**src/raster_defs.vh**
```
// timing and field constants for the raster timing generator
`ifndef RASTER_DEFS_VH
`define RASTER_DEFS_VH
// ----------------------------------------------------------------
// horizontal timing, in pixel clocks
// ----------------------------------------------------------------
`define H_ACTIVE 10'd640
`define H_FRONT 10'd16
`define H_SYNC 10'd96
`define H_BACK 10'd48
`define H_TOTAL 10'd800
`define H_LAST 10'd799
// ----------------------------------------------------------------
// vertical timing, in lines
// ----------------------------------------------------------------
`define V_ACTIVE 10'd480
`define V_FRONT 10'd10
`define V_SYNC 10'd2
`define V_BACK 10'd29
`define V_TOTAL 10'd521
`define V_LAST 10'd520
// ----------------------------------------------------------------
// widths and levels
// ----------------------------------------------------------------
`define CNT_W 10
`define COLOUR_W 4
`define PIXEL_W 12
`define ADDR_W 19
`define FIFO_DEPTH 4
`define FIFO_AW 2
`define SYNC_ACTIVE 1'b0
`define SYNC_IDLE 1'b1
`define BLANK_COLOUR 4'h0
`define ZERO_CNT 10'h000
// ----------------------------------------------------------------
// address build, colour fields and flag pipeline
// ----------------------------------------------------------------
`define ADDR_PAD 9
`define ROW_SHIFT_HI 9
`define ROW_SHIFT_LO 7
`define RED_HI 11
`define RED_LO 8
`define GREEN_HI 7
`define GREEN_LO 4
`define BLUE_HI 3
`define BLUE_LO 0
`define FLAG_W 3
`define FLAG_STAGES 3
`define FLAG_ACT 2
`define FLAG_HS 1
`define FLAG_VS 0
`endif

```
**src/pixel_fifo.v**
```verilog
// small first-word-fall-through fifo for pixel words
module pixel_fifo #(
   parameter WIDTH = 12,
   parameter DEPTH = 4,
   parameter AW = 2
) (
   input wire i_sys_clk,
   input wire i_resetn,
   input wire [WIDTH-1:0] i_wr_data,
   input wire i_wr_valid,
   output wire o_wr_ready,
   output wire [WIDTH-1:0] o_rd_data,
   output wire o_rd_valid,
   input wire i_rd_ready
);
   reg [WIDTH-1:0] mem [0:DEPTH-1];
   reg [AW:0] wr_ptr;
   reg [AW:0] rd_ptr;
   wire [AW:0] used;
   wire push;
   wire pop;

   // ----------------------------------------------------------------
   // status
   // ----------------------------------------------------------------
   // extra pointer bit tells full from empty
   assign used = wr_ptr - rd_ptr;
   assign o_wr_ready = (used != DEPTH[AW:0]);
   assign o_rd_valid = (used != {(AW+1){1'b0}});
   assign push = i_wr_valid & o_wr_ready;
   assign pop = o_rd_valid & i_rd_ready;
   assign o_rd_data = mem[rd_ptr[AW-1:0]];

   // storage, no reset needed on data
   always @(posedge i_sys_clk) begin
      if (push) begin
         mem[wr_ptr[AW-1:0]] <= i_wr_data;
      end
   end

   // pointers
   always @(posedge i_sys_clk or negedge i_resetn) begin
      if (!i_resetn) begin
         wr_ptr <= {(AW+1){1'b0}};
         rd_ptr <= {(AW+1){1'b0}};
      end else begin
         if (push) begin
            wr_ptr <= wr_ptr + 1'b1;
         end
         if (pop) begin
            rd_ptr <= rd_ptr + 1'b1;
         end
      end
   end
endmodule // pixel_fifo

```
**src/vga_raster_timing_generator.v**
```verilog
// raster timing generator: 640x480 sync, blanking and pixel fetch
//
// How it works
// - four bits per primary, twelve total
// - five outputs: red, green, blue, two syncs
// - all timing from the pixel clock
// - line is 640+16+96+48 = 800 clocks
// - frame is 480+10+2+29 = 521 lines
// - colour blank outside active area
// - column counter advances every pixel clock
// - line counter advances once per line
// - counters free-run and form memory address
// - vertical sync aligned to line wrap
// - pixel colour lands in its own clock
//
// The clock input is the pixel clock. The fetch address leaves the
// counters one clock after they reach a pixel, memory answers one clock
// later, the word is pushed into the fifo and leaves it in the same
// clock as the three-stage delayed blank and sync flags, so colour and
// sync meet at the pins four clocks after the counters.
`include "raster_defs.vh"
module vga_raster_timing_generator (
   input wire i_sys_clk,
   input wire i_resetn,
   input wire i_sync_reset,
   output reg [`ADDR_W-1:0] o_mem_addr,
   output reg o_mem_read,
   input wire [`PIXEL_W-1:0] i_mem_data,
   output reg [`COLOUR_W-1:0] o_red,
   output reg [`COLOUR_W-1:0] o_green,
   output reg [`COLOUR_W-1:0] o_blue,
   output reg o_horizontal_sync_out,
   output reg o_vertical_sync_out,
   output wire o_fifo_overflow
);
   // ----------------------------------------------------------------
   // counters
   // ----------------------------------------------------------------
   reg [`CNT_W-1:0] column;
   reg [`CNT_W-1:0] line;
   wire line_end;
   wire active;
   wire hsync_on;
   wire vsync_on;

   assign line_end = (column == `H_LAST);
   assign active = (column < `H_ACTIVE) && (line < `V_ACTIVE);

   // sync windows sit after the front porch
   assign hsync_on = (column >= (`H_ACTIVE + `H_FRONT)) &&
                     (column < (`H_ACTIVE + `H_FRONT + `H_SYNC));
   assign vsync_on = (line >= (`V_ACTIVE + `V_FRONT)) &&
                     (line < (`V_ACTIVE + `V_FRONT + `V_SYNC));

   // column counter, one step per pixel clock
   always @(posedge i_sys_clk or negedge i_resetn) begin
      if (!i_resetn) begin
         column <= `ZERO_CNT;
      end else if (i_sync_reset) begin
         column <= `ZERO_CNT;
      end else if (line_end) begin
         column <= `ZERO_CNT;
      end else begin
         column <= column + 1'b1;
      end
   end

   // line counter steps at the line wrap; vsync edges share that wrap
   always @(posedge i_sys_clk or negedge i_resetn) begin
      if (!i_resetn) begin
         line <= `ZERO_CNT;
      end else if (i_sync_reset) begin
         line <= `ZERO_CNT;
      end else if (line_end) begin
         if (line == `V_LAST) begin
            line <= `ZERO_CNT;
         end else begin
            line <= line + 1'b1;
         end
      end
   end

   // ----------------------------------------------------------------
   // memory fetch
   // ----------------------------------------------------------------
   // address is row*640 + column, built from two shifts so that no
   // multiplier is needed; the largest sum still fits the address width
   wire [`ADDR_W-1:0] line_wide;
   wire [`ADDR_W-1:0] column_wide;
   wire [`ADDR_W-1:0] row_base;
   assign line_wide = {{`ADDR_PAD{1'b0}}, line};
   assign column_wide = {{`ADDR_PAD{1'b0}}, column};
   assign row_base = (line_wide << `ROW_SHIFT_HI) + (line_wide << `ROW_SHIFT_LO);

   // fetch issued from the counters, never stalled: the counters
   // free-run and the fifo holds at most one word at a time
   always @(posedge i_sys_clk or negedge i_resetn) begin
      if (!i_resetn) begin
         o_mem_addr <= {`ADDR_W{1'b0}};
         o_mem_read <= 1'b0;
      end else if (i_sync_reset) begin
         o_mem_addr <= {`ADDR_W{1'b0}};
         o_mem_read <= 1'b0;
      end else begin
         o_mem_addr <= row_base + column_wide;
         o_mem_read <= active;
      end
   end

   // ----------------------------------------------------------------
   // flag pipeline
   // ----------------------------------------------------------------
   // blank and sync flags travel with their pixel: one stage for the
   // address register, one for the memory, one for the fifo push
   wire [`FLAG_W-1:0] flags_now;
   wire [`FLAG_W*(`FLAG_STAGES+1)-1:0] flag_chain;
   wire [`FLAG_W-1:0] flags_late;
   wire active_late;
   wire hsync_late;
   wire vsync_late;

   assign flags_now = {active, hsync_on, vsync_on};
   assign flag_chain[`FLAG_W-1:0] = flags_now;

   genvar stage;
   generate
      for (stage = 0; stage < `FLAG_STAGES; stage = stage + 1) begin : g_flag
         reg [`FLAG_W-1:0] held;
         // a restart clears every stage so no old flag outlives it
         always @(posedge i_sys_clk or negedge i_resetn) begin
            if (!i_resetn) begin
               held <= {`FLAG_W{1'b0}};
            end else if (i_sync_reset) begin
               held <= {`FLAG_W{1'b0}};
            end else begin
               held <= flag_chain[stage*`FLAG_W +: `FLAG_W];
            end
         end
         assign flag_chain[(stage+1)*`FLAG_W +: `FLAG_W] = held;
      end
   endgenerate

   // flags of the pixel whose word sits at the fifo head
   assign flags_late = flag_chain[`FLAG_STAGES*`FLAG_W +: `FLAG_W];
   assign active_late = flags_late[`FLAG_ACT];
   assign hsync_late = flags_late[`FLAG_HS];
   assign vsync_late = flags_late[`FLAG_VS];

   // ----------------------------------------------------------------
   // pixel buffer
   // ----------------------------------------------------------------
   // memory answers one clock after the read; every read is pushed,
   // except one that a restart has already cancelled
   reg push_valid;
   always @(posedge i_sys_clk or negedge i_resetn) begin
      if (!i_resetn) begin
         push_valid <= 1'b0;
      end else begin
         push_valid <= o_mem_read & ~i_sync_reset;
      end
   end

   // a word pushed on the restart edge has lost its flags; pop it on
   // the next clock, else every later pixel would land one clock late
   reg fifo_drain;
   always @(posedge i_sys_clk or negedge i_resetn) begin
      if (!i_resetn) begin
         fifo_drain <= 1'b0;
      end else begin
         fifo_drain <= i_sync_reset;
      end
   end

   wire fifo_wr_ready;
   wire fifo_rd_valid;
   wire fifo_rd_ready;
   wire [`PIXEL_W-1:0] fifo_rd_data;

   // the head word is taken in the same clock as its late flags
   assign fifo_rd_ready = active_late | fifo_drain;

   pixel_fifo #(
      .WIDTH(`PIXEL_W),
      .DEPTH(`FIFO_DEPTH),
      .AW(`FIFO_AW)
   ) u_fifo (
      .i_sys_clk(i_sys_clk),
      .i_resetn(i_resetn),
      .i_wr_data(i_mem_data),
      .i_wr_valid(push_valid),
      .o_wr_ready(fifo_wr_ready),
      .o_rd_data(fifo_rd_data),
      .o_rd_valid(fifo_rd_valid),
      .i_rd_ready(fifo_rd_ready)
   );

   // a refused push would mean a lost pixel; flag it for the user
   assign o_fifo_overflow = push_valid & ~fifo_wr_ready;

   // ----------------------------------------------------------------
   // output stage
   // ----------------------------------------------------------------
   // colour only when the late active flag and a word meet, else black;
   // a restart blanks and idles the pins on the very edge it is seen
   always @(posedge i_sys_clk or negedge i_resetn) begin
      if (!i_resetn) begin
         o_red <= `BLANK_COLOUR;
         o_green <= `BLANK_COLOUR;
         o_blue <= `BLANK_COLOUR;
         o_horizontal_sync_out <= `SYNC_IDLE;
         o_vertical_sync_out <= `SYNC_IDLE;
      end else if (i_sync_reset) begin
         o_red <= `BLANK_COLOUR;
         o_green <= `BLANK_COLOUR;
         o_blue <= `BLANK_COLOUR;
         o_horizontal_sync_out <= `SYNC_IDLE;
         o_vertical_sync_out <= `SYNC_IDLE;
      end else begin
         if (active_late && fifo_rd_valid) begin
            o_red <= fifo_rd_data[`RED_HI:`RED_LO];
            o_green <= fifo_rd_data[`GREEN_HI:`GREEN_LO];
            o_blue <= fifo_rd_data[`BLUE_HI:`BLUE_LO];
         end else begin
            o_red <= `BLANK_COLOUR;
            o_green <= `BLANK_COLOUR;
            o_blue <= `BLANK_COLOUR;
         end
         // active-low sync pulses, aligned with the colour they frame
         o_horizontal_sync_out <= hsync_late ? `SYNC_ACTIVE : `SYNC_IDLE;
         o_vertical_sync_out <= vsync_late ? `SYNC_ACTIVE : `SYNC_IDLE;
      end
   end
   // no divider; i_sys_clk is used directly as the pixel clock
endmodule // vga_raster_timing_generator

```
**config.mk**
```make
export PLATFORM = sky130hd
export DESIGN_NAME = vga_raster_timing_generator
export DESIGN_NICKNAME = d
export VERILOG_FILES = /design/src/pixel_fifo.v /design/src/vga_raster_timing_generator.v
export VERILOG_INCLUDE_DIRS = /design/src
export SDC_FILE = /design/constraint.sdc
export NUM_CORES = 1
export LEC_CHECK = 0
export ABC_AREA = 1
export BUFFER_PORTS_ARGS = -buffer_cell sky130_fd_sc_hd__buf_2
export CAP_MARGIN = 15
export CORE_ASPECT_RATIO = 1.75
export CORE_UTILIZATION = 35
export CTS_BUF_LIST = sky130_fd_sc_hd__clkbuf_8
export CTS_CLUSTER_SIZE = 12
export DETAILED_ROUTE_END_ITERATION = 10
export REMOVE_ABC_BUFFERS = 1
export SYNTH_ARGS = -nofsm -noshare
export SYNTH_HDL_FRONTEND = slang
export SYNTH_SLANG_ARGS = --single-unit
```
**constraint.sdc**
```tcl
create_clock -name i_sys_clk -period 3.6 [get_ports i_sys_clk]
set_clock_uncertainty 0.2 [all_clocks]
set_input_delay 0.18 -clock i_sys_clk [delete_from_list [all_inputs] [get_ports i_sys_clk]]
set_output_delay 0.18 -clock i_sys_clk [all_outputs]
set_load 0.02 [all_outputs]
```
Word-level counts from Yosys, hierarchy flattened:

Memory sizes are Yosys's and may differ from the RTL's.
Index checks and enable logic that the tools add are counted.
Widths: inputs -> output; s select.

* output and inout bits: 35
* bits in writable memories: 48
* bits in registers: 71
* memories: 1

Memories
* u_fifo.mem: words 4, width 12, read ports 1, clocked after Yosys merged registers in 0, write ports 1, line pixel_fifo.v:16 `reg [WIDTH-1:0] mem [0:DEPTH-1];`

* reductions and logical operators: 6
* bitwise gates (word level): 7
* $lt $le $gt $ge: 6
* equal/unequal tests: 3
* multiplexer cells: 22
* add/sub/neg operators: 7

Operators with widths (count)
* $mux 10: 5
* $mux 4: 6
* $add 10x1->10 const B: 2
* $eq 10x10->1 const B: 2
* $lt 10x10->1 const B: 2
* $lt 10x9->1 const B: 2
* $add 19x10->19: 1
* $add 19x17->19: 1
* $mux 19: 1
* $ge 10x10->1 const B: 1
* $ge 10x9->1 const B: 1
* $mux 3: 3
* $mux 1: 7
* $add 3x1->3 const B: 2
* $and 1x1->1: 4
* $logic_and 1x1->1: 4
* $ne 3x3->1 const B: 1
* $reduce_bool 3->1: 1
* $sub 3x3->3: 1
* $not 1->1: 2
* $reduce_bool 2->1: 1
* $or 1x1->1: 1

Depth between registers and ports, before layout:

* word-level depth: 5
* mapped depth: 13

By module:

A second synthesis with hierarchy kept.

* cell total of the unflattened synthesis: 575
* area, all modules: 5477.8 um^2

Modules (own cells, without submodules)
* vga_raster_timing_generator: cells each 392, area an instance 3224.3 um^2, times used 1
* pixel_fifo: cells each 183, area an instance 2253.4 um^2, times used 1

Worst setup path after synthesis:

OpenSTA, ideal clock, no wires.

* path type: register to register
* start point: register u_fifo.rd_ptr[1]
* end point: memory u_fifo.mem[0][0], enable pin
* stages on the path, launching flop included: 11
* arrival: 1.983 ns
* setup slack: 1.037 ns
* data required time: 3.020 ns
* cells stage by stage: dfrtp_1 > inv_2 > buf_2 > ha_1 > nand2_1 > nand2_2 > inv_1 > nand2_2 > nand4_2 > nand2_2 > nor2_1

* longest elaborated chain between the ends: 5

RTL lines
* from (decl): line pixel_fifo.v:18 `reg [AW:0] rd_ptr;`
* from (signal assigned): line pixel_fifo.v:45 `rd_ptr <= {(AW+1){1'b0}};`
* from (signal assigned): line pixel_fifo.v:51 `rd_ptr <= rd_ptr + 1'b1;`
* $sub 3x3->3: line pixel_fifo.v:27 `assign used = wr_ptr - rd_ptr;`
* $ne 3x3->1: line pixel_fifo.v:28 `assign o_wr_ready = (used != DEPTH[AW:0]);`
* $and 1x1->1: line pixel_fifo.v:30 `assign push = i_wr_valid & o_wr_ready;`
* $mux 1: line pixel_fifo.v:36 `if (push) begin`
* $mux 1 (implied by the code): line pixel_fifo.v:37 `mem[wr_ptr[AW-1:0]] <= i_wr_data;`
* to (decl): line pixel_fifo.v:16

Every way passes these cells.

Worst setup path in the final report:

* start point: register u_fifo.rd_ptr[1]
* end point: output port o_fifo_overflow

* longest elaborated chain between the ends: 4

RTL lines
* $sub 3x3->3: line pixel_fifo.v:27
* $ne 3x3->1: line pixel_fifo.v:28
* $not 1->1: line vga_raster_timing_generator.v:198 `assign o_fifo_overflow = push_valid & ~fifo_wr_ready;`
* $and 1x1->1: line vga_raster_timing_generator.v:198
* to (decl): line vga_raster_timing_generator.v:34 `output wire o_fifo_overflow`

Every way passes these cells.

==> flow_metrics.env <==
export IMPL_p_leak_uw=0.00307
export IMPL_hold_ws_ns=0.167
export IMPL_rrSetupSlack_ns=1.08
export IMPL_cp_required_ns=3.22
export IMPL_crit_family="simple AND/OR/NAND/NOR gates"
export IMPL_slew_violations=0
export IMPL_max_freq_mhz=376
export IMPL_min_period_ns=2.66
export IMPL_grt_usage=0.153
export IMPL_insertion_delay_ns=0.42
export IMPL_grt_pass1_wl_um=18600
export IMPL_cts_root_buf="clkbuf_8"
export IMPL_fillers=1442
export IMPL_drt_iter0_markers=166
export IMPL_cts_buffers=17
export IMPL_fp_dieH_um=167
export IMPL_floorplan_initialDensity=0.361
export IMPL_worstPathCellList="inv_2 > ha_1 > nand2_1 > nand2_2 > nand2_2 > nand4_2 > nor2_1 > buf_2"
export IMPL_diodes=0
export IMPL_fin_setup_tns_ns=0
export IMPL_yosys_warnings=0
export IMPL_crit_arrival_ns=2.28
export IMPL_finalPower_uw=3800
export IMPL_yosysSeqAreaShare=0.586
export IMPL_gp_congestion=0.859
export IMPL_final_antenna_net_count=0
export IMPL_dr_total_vias=3831
export IMPL_grt_pass1_vias=4011
export IMPL_layout_common_cells="nand2_1, dfrtp_1, nor2_1, inv_1"
export IMPL_portBuffers=49
export IMPL_syn_to_final_growth_pct=19.0
export IMPL_cp_start_kind="flip-flop"
export IMPL_drc=0
export IMPL_cp_startpoint="u_fifo.rd_ptr[1]"
export IMPL_r2r_end="u_fifo.mem[2][11]"
export IMPL_nets=654
export IMPL_reg2reg_from="u_fifo.rd_ptr[1]"
export IMPL_path_depth=8
export IMPL_drive_above_1_share=0.185
export IMPL_ir_worst_vdd_v=0.000267
export IMPL_avgSynthCellArea_um2=10.1
export IMPL_cts_tree="yes"
export IMPL_yosys_area_top_type="dfrtp_1"
export IMPL_outcome="completed"
export IMPL_worst_slew_pin_transition_ns=0.906
export IMPL_crit_buf_inv=2
export IMPL_core_mm2=0.0150
export IMPL_gr_total_overflow=0
export IMPL_slowest_delay_ns=0.41
export IMPL_final_common_cell="nand2_1"
export IMPL_antenna_found_initial=0
export IMPL_clock_path_buffers=2
export IMPL_final_period_utilization=0.740
export IMPL_hp_class="reg -> reg"
export IMPL_routedWlPerCell_um=14.0
export IMPL_r2r_cells=10
export IMPL_synth_top_cells_by_area="dfrtp_1, edfxtp_1, nand2_1"
export IMPL_dieArea_mm2=0.0160
export IMPL_hpwlAfterDp_um=7860
export IMPL_finalWorstSetupSlack_ns=0.937
export IMPL_cp_slowest_cell="dfrtp_1"
export IMPL_yosysTopAreaCellShare=0.310
export IMPL_grt_max_degree=70
export IMPL_cts_sinks=117
export IMPL_hold_violations=0
export IMPL_crit_top_cell="nand2_2"
export IMPL_p_per_area_mw_per_mm2=590
export IMPL_clkSlewWorstSetupHoldPaths_ns=0.07
export IMPL_core_rowCount=59
export IMPL_die_w_um=96.0
export IMPL_dp_slack_ns=1.08
export IMPL_synth_cell_type_count=33
export IMPL_syn_instance_count=534
export IMPL_cp_endpoint="o_fifo_overflow"
export IMPL_rsz0062_at_grt="no"
export IMPL_viasPerCell=4.77
export IMPL_ys_ff_latch=117
export IMPL_final_core_util=0.430
export IMPL_synth_area_mm2=0.00541
export IMPL_cp_max_fo=25
export IMPL_pin_count=50
export IMPL_htree_levels=4
export IMPL_drt_total_wl_um=11200
export IMPL_end_kind="output port"
export IMPL_crit_type="reg -> out"
export IMPL_slew_headroom=0.396
export IMPL_dr_pass1_iters=4
export IMPL_setup_viol=0
export IMPL_maxCapViolations=0
-- worst min-delay path by stage --
| stage | start | to | slack (ns) | cells after the start |
|---|---|---|---|---|
| final | flags_late[0] | o_vertical_sync_out | 0.17 | 1 |
| after global routing | flags_late[1] | o_horizontal_sync_out | 0.19 | 1 |
| after CTS | flags_late[1] | o_horizontal_sync_out | 0.17 | 1 |
| after detailed placement | flags_late[0] | o_vertical_sync_out | 0.16 | 1 |
| after global placement | flags_late[0] | o_vertical_sync_out | 0.16 | 1 |
| after floorplan | i_resetn | column[0] | -0.32 | 0 |
-- what timing repair did --
action                    4_1_cts  5_1_grt
gates resized for setup         0        0
hold buffers                   14        0
buffers inserted                0        0
hold endpoints to repair      116        0
-- sequential cells by signal (all words and copies together), names as in the netlist --
register / cells
u_fifo.mem: 48
o_mem_addr: 19
column: 10
line: 10
g_flag.held: 6
o_blue: 4
o_green: 4
o_red: 4
flags_late: 3
u_fifo.rd_ptr: 3
u_fifo.wr_ptr: 3
fifo_drain: 1
o_horizontal_sync_out: 1
o_vertical_sync_out: 1
-- per-layer routing --
metal | vias to the layer above | global-route usage | routed length (um)
met4 | 0 | 0.0629 | 150
met1 | 1838 | 0.161 | 4530
met2 | 82 | 0.281 | 6210
met3 | 13 | 0.0356 | 332
li1 | 1898 | - | -
met5 | - | 0 | 0
-- cell families (layout without fill, tap and decap cells) --
group	after synthesis	after routing	share of synthesized area
adders and majority gates	32	32	0.0767
DFF	117	117	0.586
xor gates and xnor gates	10	10	0.0162
buffers and inverters	77	163	0.0596
AOI/OAI and AO/OA	54	54	0.0615
and+or+nand+nor	244	244	0.200
-- layout make-up --
| type | count | area [um^2] | share of cell area |
|---|---|---|---|
| multi-input combinational | 340 | 1920 | 0.298 |
| clock inverter | 15 | 228 | 0.0353 |
| sequential | 117 | 3170 | 0.492 |
| timing repair buffer | 68 | 425 | 0.0660 |
| tap | 183 | 229 | 0.0355 |
| clock buffer | 17 | 234 | 0.0363 |
| inverter | 63 | 236 | 0.0367 |
-- power by group --
group	total, uW	leakage [uW]	internal (uW)	switching [uW]
sequential	1570	0.00137	1510	57.1
clock	1390	0.000227	831	560
combinational	842	0.00147	297	545
-- through the flow --
| stage | cells | area [um^2] |
|---|---|---|
| floorplan | 520 | 5330 |
| global placement | 757 | 5840 |
| detailed placement | 757 | 5840 |
| CTS | 803 | 6440 |
| global route | 803 | 6440 |
| finish | 803 | 6440 |
-- cells in the mapped netlist (all sizes together) --
master / number
a21oi: 32
a32o: 12
and3: 1
buf: 10
clkbuf: 4
dfrtp: 67
dfstp: 2
edfxtp: 48
fa: 2
ha: 30
inv: 63
nand2: 126
nand3: 30
nand4: 5
nor2: 72
nor3: 8
nor4: 1
o21ai: 9
o21bai: 1
or2: 1
xnor2: 2
xor2: 8
No activity file was read; power rests on OpenSTA's default activity.
